$ cat src/shared/sfi_pkg.sv
// Constants and types for the status flag instruction unit.
// Assumes a single core clock and synchronous active-low reset.
package sfi_pkg;

  // ------------------------------------------------------------
  // Flag positions within the processor flag word
  // ------------------------------------------------------------
  localparam int unsigned FLAG_CARRY = 0;
  localparam int unsigned FLAG_ZERO = 1;
  localparam int unsigned FLAG_NEGATIVE = 2;
  localparam int unsigned FLAG_OVERFLOW = 3;
  localparam int unsigned FLAG_SIGNED = 4;
  localparam int unsigned FLAG_HALF_CARRY = 5;
  localparam int unsigned FLAG_TRANSFER = 6;
  localparam int unsigned FLAG_INT_ENABLE = 7;

  localparam int unsigned WORD_W = 8;
  localparam int unsigned BIT_IDX_W = 3;
  localparam int unsigned REG_IDX_W = 5;
  localparam logic [7:0] FLAG_WORD_RESET = 8'h00;

  // ------------------------------------------------------------
  // Operation codes delivered by the instruction decoder
  // ------------------------------------------------------------
  typedef enum logic [4:0] {
    SFI_OP_NONE = 5'h00,
    SFI_OP_STATUS_BIT_RAISE = 5'h01,
    SFI_OP_STATUS_BIT_DROP = 5'h02,
    SFI_OP_COPY_REG_BIT_TO_TRANSFER = 5'h03,
    SFI_OP_COPY_TRANSFER_TO_REG_BIT = 5'h04,
    SFI_OP_RAISE_CARRY = 5'h05,
    SFI_OP_DROP_CARRY = 5'h06,
    SFI_OP_RAISE_NEGATIVE = 5'h07,
    SFI_OP_DROP_NEGATIVE = 5'h08,
    SFI_OP_RAISE_ZERO = 5'h09,
    SFI_OP_DROP_ZERO = 5'h0A,
    SFI_OP_RAISE_INTERRUPT_ENABLE = 5'h0B,
    SFI_OP_DROP_INTERRUPT_ENABLE = 5'h0C,
    SFI_OP_RAISE_SIGNED = 5'h0D,
    SFI_OP_DROP_SIGNED = 5'h0E,
    SFI_OP_RAISE_OVERFLOW = 5'h0F,
    SFI_OP_DROP_OVERFLOW = 5'h10,
    SFI_OP_RAISE_TRANSFER_BIT = 5'h11,
    SFI_OP_DROP_TRANSFER_BIT = 5'h12,
    SFI_OP_RAISE_HALF_CARRY = 5'h13,
    SFI_OP_DROP_HALF_CARRY = 5'h14
  } sfi_op_e;

endpackage : sfi_pkg

$ cat src/sfi_flag_unit.sv
// Status flag instruction execution unit: owns the processor flag word and
// updates it, or requests one register-file bit write, in the cycle after issue.
// Assumes the decoder presents op, operands and the source register value
// together with issue_valid; register reads are combinational.
//
`timescale 1ns/1ns

module sfi_flag_unit #(
  parameter int unsigned DATA_W = 8,
  parameter int unsigned RIDX_W = 5
) (
  input wire logic clock,
  input wire logic rst_n,
  input wire logic issue_valid,
  input wire logic [4:0] op,
  input wire logic [2:0] bit_idx,
  input wire logic [RIDX_W-1:0] reg_idx,
  input wire logic [DATA_W-1:0] src_reg_value,
  input wire logic flag_load_valid,
  input wire logic [7:0] flag_load_value,
  output logic [7:0] processor_flag_word,
  output logic reg_wr_en,
  output logic [RIDX_W-1:0] reg_wr_idx,
  output logic [DATA_W-1:0] reg_wr_data,
  output logic done
);

  if (DATA_W != sfi_pkg::WORD_W) begin : g_bad_data_w
    $error("sfi_flag_unit: register width must equal the flag word width");
  end
  if (RIDX_W < 1) begin : g_bad_ridx_w
    $error("sfi_flag_unit: register index width too small");
  end

  // ------------------------------------------------------------
  // Decode
  // ------------------------------------------------------------
  logic [7:0] flag_q;
  logic [7:0] flag_d;
  logic reg_wr_en_q;
  logic [RIDX_W-1:0] reg_wr_idx_q;
  logic [DATA_W-1:0] reg_wr_data_q;
  logic done_q;

  sfi_pkg::sfi_op_e op_e;
  logic fixed_hit;
  wire logic gen_hit;
  wire logic bst_hit;
  wire logic bld_hit;
  logic [2:0] fixed_idx;
  logic fixed_val;
  wire logic [2:0] wr_idx;
  wire logic wr_val;
  wire logic src_bit;
  wire logic [7:0] flag_written;
  wire logic [DATA_W-1:0] reg_written;

  assign op_e = sfi_pkg::sfi_op_e'(op);

  // Fixed-flag instructions: map to flag position and value
  always_comb begin
    fixed_hit = 1'b1;
    fixed_idx = 3'h0;
    fixed_val = 1'b0;
    case (op_e)
      sfi_pkg::SFI_OP_RAISE_CARRY: begin
        fixed_idx = 3'(sfi_pkg::FLAG_CARRY);
        fixed_val = 1'b1;
      end
      sfi_pkg::SFI_OP_DROP_CARRY: begin
        fixed_idx = 3'(sfi_pkg::FLAG_CARRY);
      end
      sfi_pkg::SFI_OP_RAISE_NEGATIVE: begin
        fixed_idx = 3'(sfi_pkg::FLAG_NEGATIVE);
        fixed_val = 1'b1;
      end
      sfi_pkg::SFI_OP_DROP_NEGATIVE: begin
        fixed_idx = 3'(sfi_pkg::FLAG_NEGATIVE);
      end
      sfi_pkg::SFI_OP_RAISE_ZERO: begin
        fixed_idx = 3'(sfi_pkg::FLAG_ZERO);
        fixed_val = 1'b1;
      end
      sfi_pkg::SFI_OP_DROP_ZERO: begin
        fixed_idx = 3'(sfi_pkg::FLAG_ZERO);
      end
      sfi_pkg::SFI_OP_RAISE_INTERRUPT_ENABLE: begin
        fixed_idx = 3'(sfi_pkg::FLAG_INT_ENABLE);
        fixed_val = 1'b1;
      end
      sfi_pkg::SFI_OP_DROP_INTERRUPT_ENABLE: begin
        fixed_idx = 3'(sfi_pkg::FLAG_INT_ENABLE);
      end
      sfi_pkg::SFI_OP_RAISE_SIGNED: begin
        fixed_idx = 3'(sfi_pkg::FLAG_SIGNED);
        fixed_val = 1'b1;
      end
      sfi_pkg::SFI_OP_DROP_SIGNED: begin
        fixed_idx = 3'(sfi_pkg::FLAG_SIGNED);
      end
      sfi_pkg::SFI_OP_RAISE_OVERFLOW: begin
        fixed_idx = 3'(sfi_pkg::FLAG_OVERFLOW);
        fixed_val = 1'b1;
      end
      sfi_pkg::SFI_OP_DROP_OVERFLOW: begin
        fixed_idx = 3'(sfi_pkg::FLAG_OVERFLOW);
      end
      sfi_pkg::SFI_OP_RAISE_TRANSFER_BIT: begin
        fixed_idx = 3'(sfi_pkg::FLAG_TRANSFER);
        fixed_val = 1'b1;
      end
      sfi_pkg::SFI_OP_DROP_TRANSFER_BIT: begin
        fixed_idx = 3'(sfi_pkg::FLAG_TRANSFER);
      end
      sfi_pkg::SFI_OP_RAISE_HALF_CARRY: begin
        fixed_idx = 3'(sfi_pkg::FLAG_HALF_CARRY);
        fixed_val = 1'b1;
      end
      sfi_pkg::SFI_OP_DROP_HALF_CARRY: begin
        fixed_idx = 3'(sfi_pkg::FLAG_HALF_CARRY);
      end
      default: begin
        fixed_hit = 1'b0;
      end
    endcase
  end

  assign gen_hit = (op_e == sfi_pkg::SFI_OP_STATUS_BIT_RAISE)
                 || (op_e == sfi_pkg::SFI_OP_STATUS_BIT_DROP);
  assign bst_hit = (op_e == sfi_pkg::SFI_OP_COPY_REG_BIT_TO_TRANSFER);
  assign bld_hit = (op_e == sfi_pkg::SFI_OP_COPY_TRANSFER_TO_REG_BIT);

  // ------------------------------------------------------------
  // Flag word update
  // ------------------------------------------------------------
  sfi_bit_mux #(
    .WIDTH(DATA_W),
    .IDX_W(3)
  ) u_src_sel (
    .word(src_reg_value),
    .idx(bit_idx),
    .bit_out(src_bit)
  );

  // Index and value chosen per instruction class
  assign wr_idx = gen_hit ? bit_idx
                : bst_hit ? 3'(sfi_pkg::FLAG_TRANSFER)
                : fixed_idx;
  assign wr_val = gen_hit ? (op_e == sfi_pkg::SFI_OP_STATUS_BIT_RAISE)
                : bst_hit ? src_bit
                : fixed_val;

  sfi_bit_write #(
    .WIDTH(8),
    .IDX_W(3)
  ) u_flag_wr (
    .word_in(flag_q),
    .idx(wr_idx),
    .value(wr_val),
    .word_out(flag_written)
  );

  wire logic flag_op;
  wire logic load_ok;
  assign flag_op = issue_valid && (gen_hit || bst_hit || fixed_hit);

  // Instruction execution wins over an external flag load in the same cycle;
  // a register bit write leaves the flag word alone, so its load is dropped too
  assign load_ok = flag_load_valid && !(issue_valid && bld_hit);
  assign flag_d = flag_op ? flag_written
                : load_ok ? flag_load_value
                : flag_q;

  // ------------------------------------------------------------
  // Register bit write from the transfer flag
  // ------------------------------------------------------------
  sfi_bit_write #(
    .WIDTH(DATA_W),
    .IDX_W(3)
  ) u_reg_wr (
    .word_in(src_reg_value),
    .idx(bit_idx),
    .value(flag_q[sfi_pkg::FLAG_TRANSFER]),
    .word_out(reg_written)
  );

  // ------------------------------------------------------------
  // State
  // ------------------------------------------------------------
  always_ff @(posedge clock) begin
    if (!rst_n) begin
      flag_q <= sfi_pkg::FLAG_WORD_RESET;
      reg_wr_en_q <= 1'b0;
      reg_wr_idx_q <= '0;
      reg_wr_data_q <= '0;
      done_q <= 1'b0;
    end else begin
      flag_q <= flag_d;
      reg_wr_en_q <= issue_valid && bld_hit;
      if (issue_valid && bld_hit) begin
        reg_wr_idx_q <= reg_idx;
        reg_wr_data_q <= reg_written;
      end
      done_q <= issue_valid && (flag_op || bld_hit);
    end
  end

  assign processor_flag_word = flag_q;
  assign reg_wr_en = reg_wr_en_q;
  assign reg_wr_idx = reg_wr_idx_q;
  assign reg_wr_data = reg_wr_data_q;
  assign done = done_q;

endmodule : sfi_flag_unit

$ cat src/sfi_bit_mux.sv
// Selects one bit of a word by index.
// Assumes the index is always within the word.
`timescale 1ns/1ns
module sfi_bit_mux #(
  parameter int unsigned WIDTH = 8,
  parameter int unsigned IDX_W = 3
) (
  input wire logic [WIDTH-1:0] word,
  input wire logic [IDX_W-1:0] idx,
  output logic bit_out
);

  if ((1 << IDX_W) != WIDTH) begin : g_bad_width
    $error("sfi_bit_mux: index width does not match word width");
  end

  assign bit_out = word[idx];

endmodule : sfi_bit_mux

$ cat src/sfi_bit_write.sv
// Forces one bit of a word to a given value, passing the rest through.
// Assumes the index is always within the word.
`timescale 1ns/1ns
module sfi_bit_write #(
  parameter int unsigned WIDTH = 8,
  parameter int unsigned IDX_W = 3
) (
  input wire logic [WIDTH-1:0] word_in,
  input wire logic [IDX_W-1:0] idx,
  input wire logic value,
  output logic [WIDTH-1:0] word_out
);

  if ((1 << IDX_W) != WIDTH) begin : g_bad_width
    $error("sfi_bit_write: index width does not match word width");
  end

  wire logic [WIDTH-1:0] sel_mask;

  assign sel_mask = {{(WIDTH-1){1'b0}}, 1'b1} << idx;
  assign word_out = value ? (word_in | sel_mask) : (word_in & ~sel_mask);

endmodule : sfi_bit_write

$ cat config.mk
export PLATFORM = sky130hd
export DESIGN_NAME = sfi_flag_unit
export DESIGN_NICKNAME = d
export VERILOG_FILES = /design/src/shared/sfi_pkg.sv /design/src/sfi_flag_unit.sv /design/src/sfi_bit_mux.sv /design/src/sfi_bit_write.sv
export SDC_FILE = /design/constraint.sdc
export NUM_CORES = 1
export LEC_CHECK = 0
export ABC_AREA = 1
export BUFFER_PORTS_ARGS = -buffer_cell sky130_fd_sc_hd__clkbuf_2
export CAP_MARGIN = 30
export CORE_ASPECT_RATIO = 0.5
export CORE_MARGIN = 2
export CORE_UTILIZATION = 45
export CTS_CLUSTER_SIZE = 25
export DETAILED_ROUTE_END_ITERATION = 8
export PLACE_DENSITY = 0.72
export SLEW_MARGIN = 20
export SYNTH_ARGS = -nofsm -noshare
export SYNTH_HDL_FRONTEND = slang
export SYNTH_SLANG_ARGS = --single-unit
$ cat constraint.sdc
create_clock -name clock -period 1.4 [get_ports clock]
set_input_delay 0.07 -clock clock [delete_from_list [all_inputs] [get_ports clock]]
set_output_delay 0.07 -clock clock [all_outputs]
set_load 0.1 [all_outputs]
**Word level (Yosys, flattened, before mapping)**

Cells that the tools add are included.

- Register bits: 23
- Bits of input ports: 33
- Output and inout bits: 23
- Logic and storage cells: 66

- Order comparisons: 1
- Eq/ne operators: 20
- Shift operators: 2
- Muxes and demuxes: 13
- Bitwise operators: 6
- Reduce and logical (&&, ||, !) cells: 19

Operator list:

| kind | number |
|---|---|
| $eq 5x4->1 const B | 8 |
| $mux 8 | 4 |
| $eq 5x5->1 const B | 5 |
| $pmux 3 s7 | 1 |
| $eq 5x3->1 const B | 4 |
| $and 8x8->8 | 2 |
| $not 8->8 | 2 |
| $or 8x8->8 | 2 |
| $reduce_or 16->1 | 1 |
| $shl 1x3->8 const A | 2 |
| $reduce_or 2->1 | 7 |
| $eq 5x2->1 const B | 2 |
| $reduce_or 8->1 | 1 |
| $mux 3 | 2 |
| $eq 5x1->1 const B | 1 |
| $mux 1 | 5 |
| $logic_and 1x1->1 | 4 |
| $logic_or 1x1->1 | 4 |
| $lt 3x4->1 const B | 1 |
| $bmux 1 s3 | 1 |
| $reduce_bool 2->1 | 1 |
| $logic_not 1->1 | 1 |

**Longest topological paths before layout**

- Word-level depth: 10
- Gate-level depth with buffers: 16
- Gate-level depth less buffers: 15

**By module**

From an unflattened synthesis, not the netlist that was laid out.

- Cell total of the unflattened synthesis: 309
- Area, all modules: 1924.3 µm²

Modules (own cells, without submodules):

| module | instances | cells each | area an instance (µm²) | seq. area each (µm²) |
|---|---|---|---|---|
| sfi_flag_unit | 1 | 201 | 1376.3 | 460.4 |
| sfi_bit_write | 2 | 40 | 219.0 | 0.0 |
| sfi_bit_mux | 1 | 28 | 110.1 | 0.0 |

**Worst setup path before layout**

No wires, ideal clock.

- Kind: input -> register
- From: input op[0]
- To: register (tool-made name)
- Setup time: 0.113 ns
- Arrival time: 1.308 ns
- Data required time: 1.287 ns
- Slack: -0.020 ns
- Stages on the path: 14
- Buffers on the path: 1
- Cell sequence: buf_2 -> inv_1 -> nand3_1 -> nand2_2 -> inv_2 -> nor2_2 -> nor2_4 -> nand2_2 -> o21ai_4 -> nand2_4 -> nand2_2 -> nand2_1 -> nand2_1 -> nor2_1

RTL lines:

| element | RTL line | RTL |
|---|---|---|
| start: declaration | sfi_flag_unit.sv:15 | `input wire logic [4:0] op,` |

==> results summary <==
Clock skew on the completed layout was measured at about 0.011 ns. The initial antenna violation count came out at 0. For this configuration, the core starts out at a cell density of between 40% and 50%.

The detailed placer's ending HPWL came out at 3404 microns. The total track usage came out at between 20% and 30%. The longest individual stage delay on the worst path came out at roughly 0.19 ns.

Dividing the detail-routed via count by the number of cells gives about 5. In the layout the commonest cells are sky130_fd_sc_hd__nand2_1, sky130_fd_sc_hd__clkbuf_2, sky130_fd_sc_hd__nor2_1. The count of mapped cells out of synthesis came out at around 280. Of the total synthesized cell area, the portion taken by AND, OR, NAND and NOR gates is about half.

The clock-pin transition on the worst setup and hold timing paths is 0.09 ns. The remaining number of nets flagged by the antenna check after routing came out at 0. The number of max-capacitance violations reported came out at 0.

The later-pin clock latency in the skew report is between 0.2 and 0.3 ns. The count of clock tree sinks came out at 23. STA classifies the critical path startpoint as an input pin. The area added between synthesis and finish came out at 32.46%. The static power due to leakage came out at roughly 1.2 nW. The worst setup path is captured at a register. The die covers 0.004233 sq mm. The largest family of logic cells by synthesized area is simple AND/OR/NAND/NOR gates. The kind of path behind the tightest hold check is input pin to register.

The final weighted congestion of routability-driven global placement came out at between 0.9 and 1. The number of placed instances, taps included, is around 400. The filler-free cell count of the finished design came out at between 400 and 500.

The critical-path maximum fanout came out at 5. The number of top-level design ports came out at between 50 and 60. The shortest clock period the worst path allows after layout came out at between 1 and 1.5 ns. The post-route setup TNS came out at 0 ns. The number of inserted diodes is 0.

The detailed router finished its first iteration with between 90 and 100 violations. The final number of setup-violating endpoints is 0. The critical path in this run is classified as input pin to register. The top achievable clock speed came out at 779.9 MHz. The area share of fa/ha/maj cells after synthesis is 0%.

Entering global routing, the biggest net connects 23 pins. The final design instance area without fill is between 0.002 and 0.0025 sq mm. The total of buffers placed on input and output ports came out at between 50 and 60. The net count after synthesis came out at 314. The overall via count from detail_route is ~2000.

The via count of the first global-routing pass came out at approximately 1700. The power density over the cells came out at 882.4 mW/mm^2. The netlist uses 26 different library cells. The clock passes through at most 2 buffers. The required time of the worst setup path came out at about 1.6 ns. The part of the Yosys area used for sequential elements came out at ~28%.

In the finished design, the share of the clock period the worst path needs comes to 91.59%. The cell chosen for the clock root is sky130_fd_sc_hd__clkbuf_8. The first-pass iteration count of the detailed router came out at 4. Once placement finished, the instance area stood at between 0.002 and 0.0025 sq mm. The overall routed net length is between 4000 and 5000 microns. The count of unresolved DRC violations after routing is 0.

Buffers added to address setup during post-CTS repair amount to 0. In the synthesized netlist, mux cells make up 0% of the area. The register bit total from synthesis came out at 23. The total of warnings raised by yosys is 0. The number of buffers created by CTS is 3. The run finished with clean final reports. The placement row count is 15. The average footprint of a synthesized cell came out at 5.927 sq um. The tightest slew margin relative to the limit came out at around 63%.

The slowest stage cell on the critical path is sky130_fd_sc_hd__nor2_1. The synthesized-area fraction occupied by xor and xnor cells is 0%. The x dimension of the die is around 90 microns.

The count of pins over their slew limit is 0. The CTS tree is done. The compound-cell area share of the yosys netlist came out at roughly 14%.

The tightest hold path in the finished design has a slack of ~0.058 ns. The final-stage net count came out at roughly 390. The height of the die is 47.02 microns. The count of final hold-check violations is 0. The combined area of all synthesized cells came out at around 0.0017 sq mm. The slack of the worst reg-to-reg path came out at 0.51 ns. The overall power after layout is slightly below 0.002 W. Among the stages of the critical path, the cell type that occurs most often is sky130_fd_sc_hd__nor2_1.

The core region is between 0.003 and 0.004 sq mm. The post-route netlist has between 30% and 40% of its cells at a drive strength greater than 1. Walking the worst path, the cells encountered are clkbuf_2 -> nor2_4 -> buf_4 -> nand3_1 -> nand2_1 -> nor2_1 -> nand3_1 -> nor2_1 -> nand2_1 -> nand2_1 -> nand2_2 -> nor2_1 -> nor2_1. The library cell used most frequently in the layout, excluding fill and tap cells, is sky130_fd_sc_hd__nand2_1. The wire length of the first global-routing pass is slightly below 7000 microns. The H-tree depth is 1. The final global-route overflow total is 0. The average wire per cell in the routed design came out at approximately 11 microns.

The signal arrival time at the worst endpoint came out at 1.45 ns. At the pin with the least slew margin, the transition time is ~0.56 ns. The maximum vdd ir drop is roughly 0.00036 V.
through the flow:
step	utilization, %	setup slack (ns)
4_1_cts	62.15	0.08813
5_1_grt	63.19	-0.007953
2_1_floorplan	-	0.01734
6_report	63.19	0.1177
3_3_place_gp	60.82	-0.1290
3_5_place_dp	60.82	-0.1956
synthesized netlist by cell type, drive strengths merged:
cell    count  area [sq um]
nand2      88         370.4
o211ai      1         7.510
o21ai      22         121.4
inv        30         115.1
a22oi       1         7.510
nand4       5         31.28
nor2       54         230.2
a31oi       8         50.05
buf         8         47.54
dfxtp      23         460.4
clkbuf      3         11.26
nand3b      3         22.52
nand3      25         140.1
a21oi       9         45.04
nor3        1         5.000
critical path, delay by kind of cell:
family,cells,cell delay (ns)
buffers and inverters,2,0.32
and+or+nand+nor,11,1.06
area by class of cell:
class	instances	area [sq um]
Tap cell	51	63.81
Clock inverter	1	5.005
Fill cell	346	1285
Sequential cell	23	460.4
Clock buffer	3	41.29
Multi-Input combinational cell	218	1067
Timing Repair Buffer	78	452.9
Inverter	30	115.1
power by group:
| group | internal, W | switching [W] | total, W |
|---|---|---|---|
| clock | 0.000199 | 0.000227 | 0.000426 |
| combinational | 0.000223 | 0.000581 | 0.000804 |
| sequential | 0.000691 | 0.0000255 | 0.000717 |
| total | 0.00111 | 0.000833 | 0.00195 |
timing repair:
action | CTS | global route
hold buffers | 0 | 0
endpoints found under the setup margin | 0 | 8
gates resized for setup | 0 | 9
final timing paths:
kind,from,endpoint,depth (start not counted)
hold reg to reg,reg_wr_idx[1],reg_wr_idx[1],2
setup / recovery,op[3],register,13
setup reg to reg,register,reg_wr_data[5],2
hold / removal,src_reg_value[4],reg_wr_data[4],3
layer usage:
layer / up-vias / wire [microns] / track usage, % / share of wire (%)
met3: 0 / 285 / 4.655 / 6.6
li1: 1044 / - / - / -
met2: 59 / 1836 / 35.64 / 42
met5: - / 0 / 0 / 0
met4: 0 / 0 / 4.308 / 0
met1: 876 / 2203 / 26.82 / 51
kinds of logic after synthesis:
| kind of cell | count (synthesis) |
|---|---|
| compound gates | 41 |
| buf+inv | 41 |
| flops | 23 |
| simple gates | 176 |
No activity file was read; power rests on OpenSTA's default activity.
